--- src/core/cdcsf_cfg.svh ---
`ifndef CDCSF_CFG_SVH
`define CDCSF_CFG_SVH
// register offsets (byte addresses, word aligned except ERRCFG at 8'h19)
`define CDCSF_OFS_STATUS   8'h18
`define CDCSF_OFS_ERRCFG   8'h19
`define CDCSF_OFS_RDEVT    8'h1C
`define CDCSF_OFS_IRQ_STAT 8'h20
`define CDCSF_OFS_IRQ_MASK 8'h24
`define CDCSF_OFS_CTRL     8'h28
// status word fields
`define CDCSF_B_CHAN_HI    15
`define CDCSF_B_CHAN_LO    14
`define CDCSF_B_WD         11
`define CDCSF_B_AHW        10
`define CDCSF_B_ALW        9
`define CDCSF_B_CONVERSION_READY_FLAG       6
`define CDCSF_B_UNREAD_HI  3
// error configuration fields
`define CDCSF_B_WD2INT     5
`define CDCSF_B_DRDY2INT   0
// control register fields
`define CDCSF_B_SEQ        0
`define CDCSF_B_ACT_LO     1
`define CDCSF_B_ACT_HI     2
`define CDCSF_B_MULTI_LO   3
`define CDCSF_B_MULTI_HI   4
// irq status bits
`define CDCSF_IRQ_WD       0
`define CDCSF_IRQ_CONVERSION_READY_FLAG     1
`define CDCSF_IRQ_W        2
// reset values
`define CDCSF_RST_STATUS   16'h0000
`define CDCSF_RST_ERRCFG   16'h0000
`define CDCSF_RST_CTRL     16'h0000
`define CDCSF_RST_IRQ      2'h0
`define CDCSF_RST_CHAN     2'h0
`define CDCSF_UNMAPPED     32'h0000_0000
`endif

--- src/core/cdcsf_pkg.sv ---
package cdcsf_pkg;
  // per-channel events from the conversion core
  typedef struct packed {
    logic [3:0] timeout;
    logic [3:0] amp_high;
    logic [3:0] amp_low;
    logic [3:0] result_new;
  } cdcsf_evt_t;
  // avalon-mm slave request
  typedef struct packed {
    logic [7:0]  address;
    logic        read;
    logic        write;
    logic [31:0] writedata;
    logic [3:0]  byteenable;
  } cdcsf_avm_req_t;
  typedef enum logic [2:0] {
    CDCSF_IDLE = 3'b001,
    CDCSF_ACK  = 3'b010,
    CDCSF_WAIT = 3'b100
  } cdcsf_bus_state_t;
endpackage

--- src/core/cdcsf_status_regs.sv ---
// The Avalon-MM slave port is this design's own decision.
`timescale 1ns/1ns
`include "cdcsf_cfg.svh"
// Functional notes
// - bits 15:14 name latest fault channel
// - errors latched until status or source read
// - bit 11 flags watchdog timeout
// - bit 10 flags amplitude high warning
// - bit 9 flags amplitude low warning
// - single channel: ready after one result
// - sequential: ready after all active channels
// - bits 3,2 pending result channels 0,1
// - bit 1 pending channel 2, four-channel
// - status read-only, zero after reset
// - bit 0 pending channel 3, four-channel
// - timeouts recorded only when routing enabled
// - ready reported only when routing enabled
module cdcsf_status_regs
#(
  parameter int N_CH = 4
)
(
  // clock, enable, reset
  input  wire logic                    ref_clk,
  input  wire logic                    clk_en,
  input  wire logic                    rst_n,
  // conversion core events, same clock
  input  wire cdcsf_pkg::cdcsf_evt_t   core_evt,
  // result register reads by the host, one bit per channel
  input  wire logic [3:0]              result_read,
  // avalon-mm slave
  input  wire cdcsf_pkg::cdcsf_avm_req_t avs_req,
  output logic [31:0]                  avs_readdata,
  output logic                         avs_waitrequest,
  // interrupt pin and status
  output logic                         interrupt_out_n,
  output logic                         irq
);
  import cdcsf_pkg::*;

  // ****************************************
  // reset release
  // ****************************************
  // assert at once, release through two flops to stay clear of the edge
  logic rst_s1_reg;
  logic rst_s2_reg;
  always_ff @(posedge ref_clk or negedge rst_n)
  begin
    if (!rst_n)
    begin
      rst_s1_reg <= 1'b0;
      rst_s2_reg <= 1'b0;
    end
    else
    begin
      rst_s1_reg <= 1'b1;
      rst_s2_reg <= rst_s1_reg;
    end
  end
  logic srst_n;
  assign srst_n = rst_s2_reg;

  // ****************************************
  // bus handshake: one wait cycle, then ack
  // ****************************************
  cdcsf_bus_state_t bus_reg;
  cdcsf_bus_state_t bus_next;
  logic             req;
  logic             acc;
  assign req = avs_req.read | avs_req.write;
  always_comb
  begin
    bus_next = bus_reg;
    // WAIT holds until the request drops: one idle cycle between requests
    case (bus_reg)
      CDCSF_IDLE: if (req) bus_next = CDCSF_ACK;
      CDCSF_ACK:  bus_next = CDCSF_WAIT;
      CDCSF_WAIT: if (!req) bus_next = CDCSF_IDLE;
      default:    bus_next = CDCSF_IDLE;
    endcase
  end
  // waitrequest low for exactly one cycle per request; held high while
  // frozen, so the master never sees an ack for a write not taken
  assign avs_waitrequest = !acc;
  assign acc = (bus_reg == CDCSF_ACK) && clk_en;

  logic wr_acc;
  logic status_rd;
  assign wr_acc = acc && avs_req.write;
  assign status_rd = acc && avs_req.read
                     && avs_req.address == `CDCSF_OFS_STATUS;

  // ****************************************
  // software registers
  // ****************************************
  logic [15:0] errcfg_reg;
  logic [15:0] errcfg_next;
  logic [15:0] ctrl_reg;
  logic [15:0] ctrl_next;
  logic [1:0]  mask_reg;
  logic [1:0]  mask_next;
  always_comb
  begin
    errcfg_next = errcfg_reg;
    ctrl_next = ctrl_reg;
    mask_next = mask_reg;
    // half-word writes only: a partial write would leave a torn field
    if (wr_acc && avs_req.byteenable[0] && avs_req.byteenable[1])
    begin
      case (avs_req.address)
        `CDCSF_OFS_ERRCFG:   errcfg_next = avs_req.writedata[15:0];
        `CDCSF_OFS_CTRL:     ctrl_next = avs_req.writedata[15:0];
        `CDCSF_OFS_IRQ_MASK:
          mask_next = avs_req.writedata[`CDCSF_IRQ_W-1:0];
        default:             ;
      endcase
    end
  end

  logic       seq_mode;
  logic [1:0] act_ch;
  logic [1:0] multi_last;
  logic       wd2int;
  logic       drdy2int;
  assign seq_mode   = ctrl_reg[`CDCSF_B_SEQ];
  assign act_ch     = ctrl_reg[`CDCSF_B_ACT_HI:`CDCSF_B_ACT_LO];
  assign multi_last = ctrl_reg[`CDCSF_B_MULTI_HI:`CDCSF_B_MULTI_LO];
  assign wd2int     = errcfg_reg[`CDCSF_B_WD2INT];
  assign drdy2int   = errcfg_reg[`CDCSF_B_DRDY2INT];

  // ****************************************
  // status flags
  // ****************************************
  logic [N_CH-1:0] unread_reg;
  logic [N_CH-1:0] unread_next;
  logic [N_CH-1:0] seen_reg;
  logic [N_CH-1:0] seen_next;
  logic [N_CH-1:0] active;
  logic [1:0]      chan_reg;
  logic [1:0]      chan_next;
  logic            wd_reg;
  logic            wd_next;
  logic            ah_reg;
  logic            ah_next;
  logic            al_reg;
  logic            al_next;
  logic            conversion_ready_flag_reg;
  logic            conversion_ready_flag_next;
  logic            src_rd;
  logic [3:0]      any_err;
  logic            conversion_ready_flag_evt;
  // read data flop; it also holds the status snapshot that a read clears
  logic [31:0]     rdata_reg;
  logic [31:0]     rdata_next;

  // ****************************************
  // pending results per channel
  // ****************************************
  genvar g;
  generate
    for (g = 0; g < N_CH; g = g + 1)
    begin : g_ch
      // sequential mode runs channels 0..multi_last
      assign active[g] = seq_mode ? (2'(g) <= multi_last)
                                  : (2'(g) == act_ch);
      // inactive channels never raise a pending bit
      // a new result wins over a same-cycle read
      always_comb
      begin
        unread_next[g] = unread_reg[g];
        if (result_read[g]) unread_next[g] = 1'b0;
        if (core_evt.result_new[g] && active[g])
          unread_next[g] = 1'b1;
      end
    end
  endgenerate

  // ****************************************
  // fault source and ready tracking
  // ****************************************
  // amplitude warnings have no routing enable, so they always count
  assign any_err = (core_evt.timeout & {4{wd2int}})
                 | core_evt.amp_high | core_evt.amp_low;

  always_comb
  begin
    // a channel reporting twice in one sweep still counts once
    seen_next = seen_reg | (core_evt.result_new[N_CH-1:0] & active);
    conversion_ready_flag_evt  = 1'b0;
    if (!seq_mode)
      conversion_ready_flag_evt = |(core_evt.result_new[N_CH-1:0] & active);
    else if ((seen_next & active) == active)
    begin
      conversion_ready_flag_evt  = 1'b1;
      seen_next = '0;
    end
    if (!seq_mode) seen_next = '0;
  end

  // ****************************************
  // error and ready latches
  // ****************************************
  assign src_rd = result_read[chan_reg];

  always_comb
  begin
    wd_next = wd_reg;
    ah_next = ah_reg;
    al_next = al_reg;
    conversion_ready_flag_next = conversion_ready_flag_reg;
    chan_next = chan_reg;
    // a status read clears only what its snapshot showed: a flag set
    // while the snapshot was taken survives for the next read
    if (status_rd)
    begin
      wd_next   = wd_reg && !rdata_reg[`CDCSF_B_WD];
      ah_next   = ah_reg && !rdata_reg[`CDCSF_B_AHW];
      al_next   = al_reg && !rdata_reg[`CDCSF_B_ALW];
      conversion_ready_flag_next = conversion_ready_flag_reg && !rdata_reg[`CDCSF_B_CONVERSION_READY_FLAG];
    end
    // reading the source channel's result releases the error latches
    if (src_rd)
    begin
      wd_next = 1'b0;
      ah_next = 1'b0;
      al_next = 1'b0;
    end
    // events set after the clear so none is lost
    if (|(core_evt.timeout & {4{wd2int}})) wd_next = 1'b1;
    if (|core_evt.amp_high) ah_next = 1'b1;
    if (|core_evt.amp_low) al_next = 1'b1;
    if (conversion_ready_flag_evt && drdy2int) conversion_ready_flag_next = 1'b1;
    // highest channel wins when several fault together
    for (int i = 0; i < 4; i++)
      if (any_err[i]) chan_next = 2'(i);
  end

  // ****************************************
  // interrupt status and mask
  // ****************************************
  logic [1:0] irqst_reg;
  logic [1:0] irqst_next;
  logic [1:0] irq_evt;
  always_comb
  begin
    irq_evt = '0;
    irq_evt[`CDCSF_IRQ_WD] = |(core_evt.timeout & {4{wd2int}});
    irq_evt[`CDCSF_IRQ_CONVERSION_READY_FLAG] = conversion_ready_flag_evt && drdy2int;
    irqst_next = irqst_reg;
    if (wr_acc && avs_req.address == `CDCSF_OFS_IRQ_STAT)
      irqst_next = irqst_reg & ~avs_req.writedata[`CDCSF_IRQ_W-1:0];
    // an event in the clearing cycle wins over the clear
    irqst_next = irqst_next | irq_evt;
  end

  always_ff @(posedge ref_clk or negedge srst_n)
  begin
    if (!srst_n)
    begin
      bus_reg    <= CDCSF_IDLE;
      errcfg_reg <= `CDCSF_RST_ERRCFG;
      ctrl_reg   <= `CDCSF_RST_CTRL;
      mask_reg   <= `CDCSF_RST_IRQ;
      irqst_reg  <= `CDCSF_RST_IRQ;
      unread_reg <= '0;
      seen_reg   <= '0;
      chan_reg   <= `CDCSF_RST_CHAN;
      wd_reg     <= 1'b0;
      ah_reg     <= 1'b0;
      al_reg     <= 1'b0;
      conversion_ready_flag_reg   <= 1'b0;
    end
    // clk_en low freezes every flop but the reset release pair, bus handshake included
    else if (clk_en)
    begin
      bus_reg    <= bus_next;
      errcfg_reg <= errcfg_next;
      ctrl_reg   <= ctrl_next;
      mask_reg   <= mask_next;
      irqst_reg  <= irqst_next;
      unread_reg <= unread_next;
      seen_reg   <= seen_next;
      chan_reg   <= chan_next;
      wd_reg     <= wd_next;
      ah_reg     <= ah_next;
      al_reg     <= al_next;
      conversion_ready_flag_reg   <= conversion_ready_flag_next;
    end
  end

  // ****************************************
  // read path
  // ****************************************
  logic [15:0] status_word;
  always_comb
  begin
    // reserved positions keep the zero base value
    status_word = `CDCSF_RST_STATUS;
    status_word[`CDCSF_B_CHAN_HI:`CDCSF_B_CHAN_LO] = chan_reg;
    status_word[`CDCSF_B_WD] = wd_reg;
    status_word[`CDCSF_B_AHW] = ah_reg;
    status_word[`CDCSF_B_ALW] = al_reg;
    status_word[`CDCSF_B_CONVERSION_READY_FLAG] = conversion_ready_flag_reg;
    // channel 0 at the top bit, descending
    for (int i = 0; i < N_CH; i++)
      status_word[`CDCSF_B_UNREAD_HI - i] = unread_reg[i];
  end

  // data output from a flop, valid in the ack cycle
  // unmapped offsets read as zero
  always_comb
  begin
    rdata_next = `CDCSF_UNMAPPED;
    if (bus_reg == CDCSF_IDLE && avs_req.read)
    begin
      case (avs_req.address)
        `CDCSF_OFS_STATUS:   rdata_next = {16'h0000, status_word};
        `CDCSF_OFS_ERRCFG:   rdata_next = {16'h0000, errcfg_reg};
        `CDCSF_OFS_CTRL:     rdata_next = {16'h0000, ctrl_reg};
        `CDCSF_OFS_IRQ_STAT: rdata_next = {30'h0, irqst_reg};
        `CDCSF_OFS_IRQ_MASK: rdata_next = {30'h0, mask_reg};
        default:             rdata_next = `CDCSF_UNMAPPED;
      endcase
    end
    else if (bus_reg == CDCSF_ACK)
      rdata_next = rdata_reg;
  end
  always_ff @(posedge ref_clk or negedge srst_n)
  begin
    if (!srst_n)
      rdata_reg <= `CDCSF_UNMAPPED;
    else if (clk_en)
      rdata_reg <= rdata_next;
  end
  assign avs_readdata = rdata_reg;

  // ****************************************
  // interrupt outputs
  // ****************************************
  // pin follows the routed event latches; the irq line is masked instead
  assign irq = |(irqst_reg & mask_reg);
  assign interrupt_out_n = !((wd_reg && wd2int)
                             || (conversion_ready_flag_reg && drdy2int));
endmodule

--- config.mk ---
export PLATFORM = sky130hd
export DESIGN_NAME = cdcsf_status_regs
export DESIGN_NICKNAME = d
export VERILOG_FILES = /design/src/core/cdcsf_pkg.sv /design/src/core/cdcsf_status_regs.sv
export VERILOG_INCLUDE_DIRS = /design/src /design/src/core
export SDC_FILE = /design/constraint.sdc
export NUM_CORES = 1
export LEC_CHECK = 0
export ABC_CLOCK_PERIOD_IN_PS = 3240
export BUFFER_PORTS_ARGS = -buffer_cell sky130_fd_sc_hd__buf_4
export CAP_MARGIN = 10
export CORE_UTILIZATION = 40
export DETAILED_ROUTE_END_ITERATION = 10
export GPL_ROUTABILITY_DRIVEN = 1
export PLACE_DENSITY_LB_ADDON = 0.3
export SYNTH_ARGS = -nofsm -noshare
export SYNTH_HDL_FRONTEND = slang
export SYNTH_SLANG_ARGS = --single-unit
--- constraint.sdc ---
create_clock -name ref_clk -period 3.24 [get_ports ref_clk]
set_input_delay 0.162 -clock ref_clk [delete_from_list [all_inputs] [get_ports ref_clk]]
set_output_delay 0.162 -clock ref_clk [all_outputs]
set_load 0.02 [all_outputs]
Yosys cells after proc, flatten, opt, wreduce, memory -nomap -nowiden

Cells that the tools add are included.

Equal/unequal tests: 15
Order comparisons: 5
Reduce and logical (&&, ||, !) cells: 55
Multiplexer cells: 40
Bitwise gates (word level): 11

Operators with widths:

| operator                                                                        | number |
|---|---|
| 16-bit case mux with 5 select lines                                             | 1 |
| 32-bit two-way mux                                                              | 2 |
| 1-bit two-way mux                                                               | 26 |
| 8-bit by 6-bit == test with 1-bit output, second input constant                 | 3 |
| 2-bit AND reduction                                                             | 10 |
| 1-bit logical AND                                                               | 19 |
| 8-bit by 5-bit == test with 1-bit output, second input constant                 | 2 |
| 4-bit OR reduction                                                              | 4 |
| 4-bit AND                                                                       | 3 |
| 4-bit bitwise OR                                                                | 3 |
| 3-bit AND reduction                                                             | 4 |
| 2-bit two-way mux                                                               | 5 |
| 2-bit nonzero test                                                              | 5 |
| 3-bit case mux with 3 select lines                                              | 1 |
| 3-bit nonzero test                                                              | 3 |
| 4-bit two-way mux                                                               | 2 |
| 1-bit logical NOT                                                               | 6 |
| 3-bit two-way mux                                                               | 2 |
| 2-bit AND                                                                       | 2 |
| 2-bit == test, first input constant                                             | 2 |
| 4-bit == test                                                                   | 1 |
| 1-bit by 2-bit less-or-equal comparator with 1-bit output, first input constant | 2 |
| 2-bit less-or-equal comparator, first input constant                            | 2 |
| 2-bit inequality test, second input constant                                    | 2 |
| 14 further kinds                                                                | 14 |

Logic and storage cells: 144
Flip-flop bits (word level): 87
Output and inout bits: 35
Input port bits: 69

Longest topological paths before layout

Gate-level depths: netlist of the first run.

Depth after elaboration: 11
Depth in mapped cells: 7

Worst setup path before layout of the first run

No wires, ideal clock.

Kind: register to register
From: register bus_reg[2]
To: register ctrl_reg[0]
Arrival: 1788 ps
Period minus slack after synthesis: 1913 ps
Path slack: 1327 ps
Library setup time: 125 ps
Data required time: 3115 ps
Cell stages (with the launch flop): 6
Cells stage by stage: dfrtp_1 -> and4bb_4 -> nand4_4 -> nor4_4 -> buf_6 -> mux2_2

Longest elaborated chain between the ends: 6

Ends and longest elaborated chain:

| what                                     | RTL line                 | RTL |
|---|---|---|
| start, declared                          | cdcsf_status_regs.sv:66  | `cdcsf_bus_state_t bus_reg;` |
| start signal, assigned                   | cdcsf_status_regs.sv:276 | `bus_reg <= bus_next;` |
| 3-bit by 2-bit == test with 1-bit output | cdcsf_status_regs.sv:85  | `assign acc = (bus_reg == CDCSF_ACK) && clk_en;` |
| 1-bit logical AND                        | cdcsf_status_regs.sv:85  |  |
| 1-bit logical AND                        | cdcsf_status_regs.sv:89  | `assign wr_acc = acc && avs_req.write;` |
| 1-bit logical AND (2 in a row)           | cdcsf_status_regs.sv:108 | `if (wr_acc && avs_req.byteenable[0] && avs_req.byteenable[1])` |
| 3-bit AND reduction (no source line)     | -                        |  |
| end signal, assigned                     | cdcsf_status_regs.sv:262 | `` ctrl_reg <= `CDCSF_RST_CTRL; `` |
| end signal, assigned                     | cdcsf_status_regs.sv:278 | `ctrl_reg <= ctrl_next;` |
| end, declared                            | cdcsf_status_regs.sv:98  | `logic [15:0] ctrl_reg;` |

Every way passes these cells.
A chain may end at the register's enable or synchronous reset.

Worst setup path in the final report of the first run

From: register bus_reg[2]
To: register ctrl_reg[12]

Same word-level chain as after synthesis.

==> flow_metrics.tcl, run 1 <==
set metrics [dict create \
    synth_top_area_share_pct 48.8 \
    dieHeight_um 96.7 \
    startpoint_type "register" \
    cts_buffers 9 \
    finalCritPeriodShare_pct 60.7 \
    syn_to_final_growth_pct 21.2 \
    boundaryPins 104 \
    final_util_pct 49.9 \
    placed_cell_area_mm2 0.00414 \
    post-place-cells 469 \
    wl_mm 8.62 \
    postCtsSetupBuffers 0 \
    port_buffers 69 \
    vias 2722 \
    finalWeightedCongestion 0.830 \
    status "finished clean" \
    grt-ovfl-total 0 \
    die_w_um 96.7 \
    end_kind "register" \
    ys.flop_type "dfrtp_1" \
    coreArea_mm2 0.00872 \
    slew_headroom_pct 47.2 \
    synth.most_common_cell "dfrtp_1" \
    cts_buffer_depth 2 \
    htreeDepth 3 \
    drtIter0Drc 133 \
    crit_type "register to register" \
    grt_max_degree 30 \
    antenna_found_initial 0 \
    cts_resized 0 \
    crit_required_ns 3.46 \
    final_nets 442 \
    yosysWarnings 0 \
    start_util_pct 41.1 \
    fin_area_mm2 0.00435 \
    via_per_inst 5.60 \
    ys_types 53 \
    cts.sinks 71 \
    clk-insertion-delay-late_ns 0.33 \
    fin_skew_ns 0.0128 \
    ir_drop_mv 0.261 \
    grt.total_usage_pct 19.2 \
    grt_pass1_vias 2724 \
    netlist_top_cells_area "dfrtp_1 (49%), mux2_2 (10%), a22o_1 (4.4%)" \
    hp-class "primary input to register" \
    dieArea_mm2 0.00935 \
    slew_violations 0 \
    setup_viol 0 \
    hpwl_mm 6.07 \
    drive_gt1_share_pct 35.7 \
    async_flop_share_pct 100 \
    max_freq_ghz 0.509 \
    power.density_mw_per_mm2 441 \
    tightest_slew_ns 0.782 \
    finalNonFillerCells 486 \
    postSynthAreaPerCell_um2 11.8 \
    final.min_clock_period_ns 1.97 \
    clk_pin_slew_ns 0.08 \
    ys_ff_latch 71 \
    yosysSeqAreaShare_pct 49.5 \
    synth_area_mm2 0.00359 \
    rows 34 \
    grt_pass1_wl_mm 14.1 \
    p_leak_nw 2.08 \
    route.detailed.drc 0 \
    maxCapViolCount 0 \
    worstPathArrival_ns 2.18 \
    critPathMaxFanout 16 \
    first_pass_iters 4 \
    synth_common_cells "dfrtp_1 (70), mux2_2 (32), nand2_1 (19)" \
    tns_ns 0 \
    synth_area_leader_cell "dfrtp_1" \
    cts_tree "built" \
    wl_per_cell_um 17.7 \
    hold_viol 0 \
    rsz0062_at_grt "no" \
    ant_nets 0 \
    diodes 0 \
    cts-root-buf "clkbuf_8" \
    synthCells 303 \
    synth-edff-count 0 \
]
==> power by group <==
part | internal [W] | switching, W
Combinational | 0.000107 | 0.000138
Sequential | 0.000919 | 0.0000412
Clock | 0.000395 | 0.000319
==> final cells by class <==
class	instances	area (um^2)
clock buffer	12	155
clock inverter	4	45.0
fill	807	4370
inverter	8	30.0
multi-input combinational	207	1630
sequential	71	1780
tap	108	135
timing repair buffer	76	573
==> cell families after synthesis <==
logic type,count (synthesis),share of synthesized area (%)
AO/OA/AOI/OAI,89,18.7
flip-flops,71,49.5
AND/OR/NAND/NOR,54,10.3
multiplexers,47,14.7
buffers and inverters,40,6.55
other,2,0.209
==> layer usage <==
layer | routed length, um | up-vias | global-route usage (%)
li1 | - | 1254 | -
met1 | 4020 | 1353 | 27.5
met3 | 549 | 9 | 3.47
met4 | 106 | 0 | 6.66
met2 | 3950 | 106 | 29.4
met5 | 0 | - | 0
==> what timing repair did <==
item	CTS	global route
endpoints found under the setup margin	0	0
hold buffers	1	0
endpoints found under the hold margin	2	0
==> cell usage in the layout, fill, tap and decap left out, types with 4 or more instances in the layout <==
cell type,instances
nor2_1,6
mux2_2,32
dfrtp_1,69
a22o_1,18
a211oi_1,5
clkbuf_8,11
o21ai_0,11
nand2_1,19
buf_4,75
mux2i_1,10
o2bb2ai_1,10
a21oi_1,14
conb_1,17
a32o_1,9
inv_1,8
mux2_1,4
==> final timing paths <==
path / start / endpoint / slack, ns / cells after the start
max reg2reg: bus_reg[2]$_DFFE_PN0P_ / ctrl_reg[12]$_DFFE_PN0P_ / 1.27 / 5
min in group asynchronous: rst_n / rst_s2_reg$_DFF_PN0_ / 0.15 / 2
max in group asynchronous: rst_s2_reg$_DFF_PN0_ / bus_reg[0]$_DFFE_PN1P_ / 2.14 / 1
min: avs_req[8] / ctrl_reg[4]$_DFFE_PN0P_ / 0.05 / 2
min reg2reg: rst_s2_reg$_DFF_PN0_ / avs_readdata[13]$_DFFE_PN0P_ / 0.28 / 0
max: bus_reg[2]$_DFFE_PN0P_ / ctrl_reg[12]$_DFFE_PN0P_ / 1.27 / 5
==> per-stage QoR <==
stage                     worst slack [ns]  hold slack [ns]  total power [W]
after floorplan                       1.12           -0.134          0.00113
after global placement                1.30          -0.0552          0.00121
after detailed placement              1.28          -0.0546          0.00122
after CTS                             1.27           0.0424          0.00193
after global routing                  1.11           0.0466          0.00200
final                                 1.27           0.0515          0.00192
==> critical path: stages (launching register included) <==
cell and delay (ns):
dfrtp_1 0.40, and4bb_4 0.39, nand4_4 0.13, nor4_4 0.23
buf_4 0.32, mux2_2 0.37
No activity file was read; power rests on OpenSTA's default activity.
==> inputs of run 2 (changes only) <==
--- a/config.mk
+++ b/config.mk
@@ -6,7 +6,7 @@
 export SDC_FILE = /design/constraint.sdc
 export NUM_CORES = 1
 export LEC_CHECK = 0
-export ABC_CLOCK_PERIOD_IN_PS = 3240
+export ABC_CLOCK_PERIOD_IN_PS = 2000
 export BUFFER_PORTS_ARGS = -buffer_cell sky130_fd_sc_hd__buf_4
 export CAP_MARGIN = 10
 export CORE_UTILIZATION = 40
==> constraint.sdc (replaced) <==
create_clock -name ref_clk -period 2 [get_ports ref_clk]
set_input_delay 0.1 -clock ref_clk [delete_from_list [all_inputs] [get_ports ref_clk]]
set_output_delay 0.1 -clock ref_clk [all_outputs]
set_load 0.02 [all_outputs]
==> run 2 against run 1 <==
Effect of this change: global-route usage rose by 0.64 points; largest cell class unchanged; largest power group unchanged; critical endpoint is now ctrl_reg[6]$_DFFE_PN0P_; maximum frequency rose by 1.3%; core utilization rose by 2.2 points; wire length rose by 0.41%; worst setup slack got worse by 1.2 ns; non-clock buffer count rose by 18; die area did not move.
==> flow_metrics.tcl, run 2 (synthesis results as in run 1) <==
set metrics [dict create \
    power.density_mw_per_mm2 665 \
    placed_cell_area_mm2 0.00423 \
    combPwrFrac_pct 15.3 \
    start_util_pct 41.1 \
    cts_tree "built" \
    grt_pass1_wl_mm 14.6 \
    grt_pass1_vias 2789 \
    cp_slowest_stage_delay_ns 0.40 \
    grt-ovfl-total 0 \
    setup_viol 0 \
    rr_worst_depth 5 \
    grt_max_degree 70 \
    dieHeight_um 96.7 \
    rsz0062_at_grt "yes" \
    final_util_pct 52.0 \
    cts.sinks 71 \
    p_int_w 0.00220 \
    end_kind "register" \
    antenna_found_initial 0 \
    clk-insertion-delay-late_ns 0.34 \
    grt.total_usage_pct 19.9 \
    p_leak_nw 2.15 \
    max_freq_ghz 0.515 \
    crit_type "register to register" \
    startpoint_type "register" \
    grt_use_met2_pct 29.4 \
    hp-class "primary input to register" \
    power_frac_seq_pct 50.8 \
    drive_gt1_share_pct 35.9 \
    mostFrequentLayoutCell "buf_4" \
    tightest_slew_ns 0.790 \
    multi_input_area_mm2 0.00164 \
    drtIter0Drc 145 \
    worstReg2RegStart "bus_reg[0]$_DFFE_PN1P_" \
    r2r_slack_ns 0.06 \
    final.min_clock_period_ns 1.94 \
    slew_headroom_pct 46.7 \
    slew_violations 0 \
    boundaryPins 104 \
    fin_area_mm2 0.00454 \
    dieArea_mm2 0.00935 \
    wl_mm 8.66 \
    first_pass_iters 4 \
    htreeDepth 3 \
    diodes 0 \
    hold_end "errcfg_reg[6]$_DFFE_PN0P_" \
    clkPwrFrac_pct 33.9 \
    wl_per_cell_um 17.2 \
    ant_nets 0 \
    via_per_inst 5.49 \
    vias 2762 \
    coreArea_mm2 0.00872 \
    maxCapViolCount 0 \
    hold_start "avs_req[10]" \
    p_switching_w 0.000815 \
    port_buffers 69 \
    syn_to_final_growth_pct 26.5 \
    rows 34 \
    crit_required_ns 2.23 \
    route.detailed.drc 0 \
    crit_slowest_cell "dfstp_2" \
    path_cells "and4bb_4, nand4_4, nor4_4, buf_12, mux2_2" \
    worst_slack_ns 0.0599 \
    fin_skew_ns 0.0134 \
    seqCellArea_mm2 0.00178 \
    grt_busiest_layer "met2" \
    critPathMaxFanout 11 \
    cts_buffer_depth 2 \
    grt_util_met1_pct 29.3 \
    cts_buffers 9 \
    grt.met3_usage_pct 3.32 \
    postCtsSetupBuffers 0 \
    reg2reg_to "ctrl_reg[6]$_DFFE_PN0P_" \
    final_nets 460 \
    finalCritPeriodShare_pct 97.0 \
    pre_cts_ws_ns 0.0954 \
    hold_viol 0 \
    power_w 0.00302 \
    hpwl_mm 6.03 \
    worstPathArrival_ns 2.17 \
    die_w_um 96.7 \
    finalWeightedCongestion 0.818 \
    final_cell_mix "buf_4 (78), dfrtp_1 (69), mux2_2 (31)" \
    n_fill_cell 792 \
    clk_pin_slew_ns 0.07 \
    cts-root-buf "clkbuf_8" \
    ir_drop_mv 0.377 \
    tns_ns 0 \
    status "finished clean" \
    holdPathStages 2 \
    p_sw_share_pct 27.0 \
]
[run 2: cell count changes in the layout (fill, tap and decap cells not counted), moves of 2 or more]
| cell | before | now |
|---|---|---|
| clkinv_2 | 3 | 1 |
| dlygate4sd3_1 | 1 | 12 |
| buf_4 | 75 | 78 |
| buf_12 | 0 | 3 |
| clkinvlp_4 | 0 | 2 |
[run 2: worst max path at each step]
| stage | slack [ns] | end | startpoint |
|---|---|---|---|
| floorplan | 0.09 | ctrl_reg[0]$_DFFE_PN0P_ | bus_reg[2]$_DFFE_PN0P_ |
| global placement | 0.09 | mask_reg[0]$_DFFE_PN0P_ | bus_reg[2]$_DFFE_PN0P_ |
| detailed placement | 0.1 | ctrl_reg[4]$_DFFE_PN0P_ | bus_reg[2]$_DFFE_PN0P_ |
| CTS | 0.06 | ctrl_reg[1]$_DFFE_PN0P_ | bus_reg[2]$_DFFE_PN0P_ |
| global route | -0.03 | seen_reg[3]$_DFFE_PN0P_ | ctrl_reg[4]$_DFFE_PN0P_ |
| finish | 0.06 | ctrl_reg[6]$_DFFE_PN0P_ | bus_reg[0]$_DFFE_PN1P_ |
[run 2: metal layers]
metal	wire length [um]	vias to the layer above
li1	-	1289
met1	4080	1347
met2	3820	111
met3	563	15
met4	193	0
met5	0	-
[run 2: power by group through the flow]
| stage | Sequential, W | Combinational (W) | Clock (W) |
|---|---|---|---|
| after floorplan | 0.00158 | 0.000254 | 0 |
| final | 0.00153 | 0.000461 | 0.00102 |
| after global routing | 0.00154 | 0.000509 | 0.00110 |
| after CTS | 0.00153 | 0.000465 | 0.00105 |
| after detailed placement | 0.00156 | 0.000444 | 0 |
| after global placement | 0.00156 | 0.000431 | 0 |
[run 2: what timing repair did]
| item | 4_1_cts | 5_1_grt |
|---|---|---|
| setup endpoints to repair | 0 | 8 |
| gates resized for setup | 0 | 3 |
| hold endpoints to repair | 23 | 0 |
| hold buffers | 12 | 0 |
[run 2: area by class of cell]
class | count | share of cell area (%)
flip-flops and latches | 71 | 39.2
multi-input cells | 207 | 36.2
repair buffers | 94 | 17.1
clock buffers | 12 | 3.42
well taps | 108 | 2.98
inverters | 8 | 0.662
clock inverters | 3 | 0.441
[run 2: worst max-delay path: cells and delay by family, from the launching register on]
family,cells,cell delay [ns]
buf+inv,1,0.19
flops,1,0.40
mux,1,0.34
simple gates,3,0.88
[run 2: through the flow]
step	cells	hold WS, ns
floorplan	318	-0.196
global placement	476	-0.117
detailed placement	476	-0.117
CTS	503	0.000841
global route	503	0.00478
finish	503	0.0143
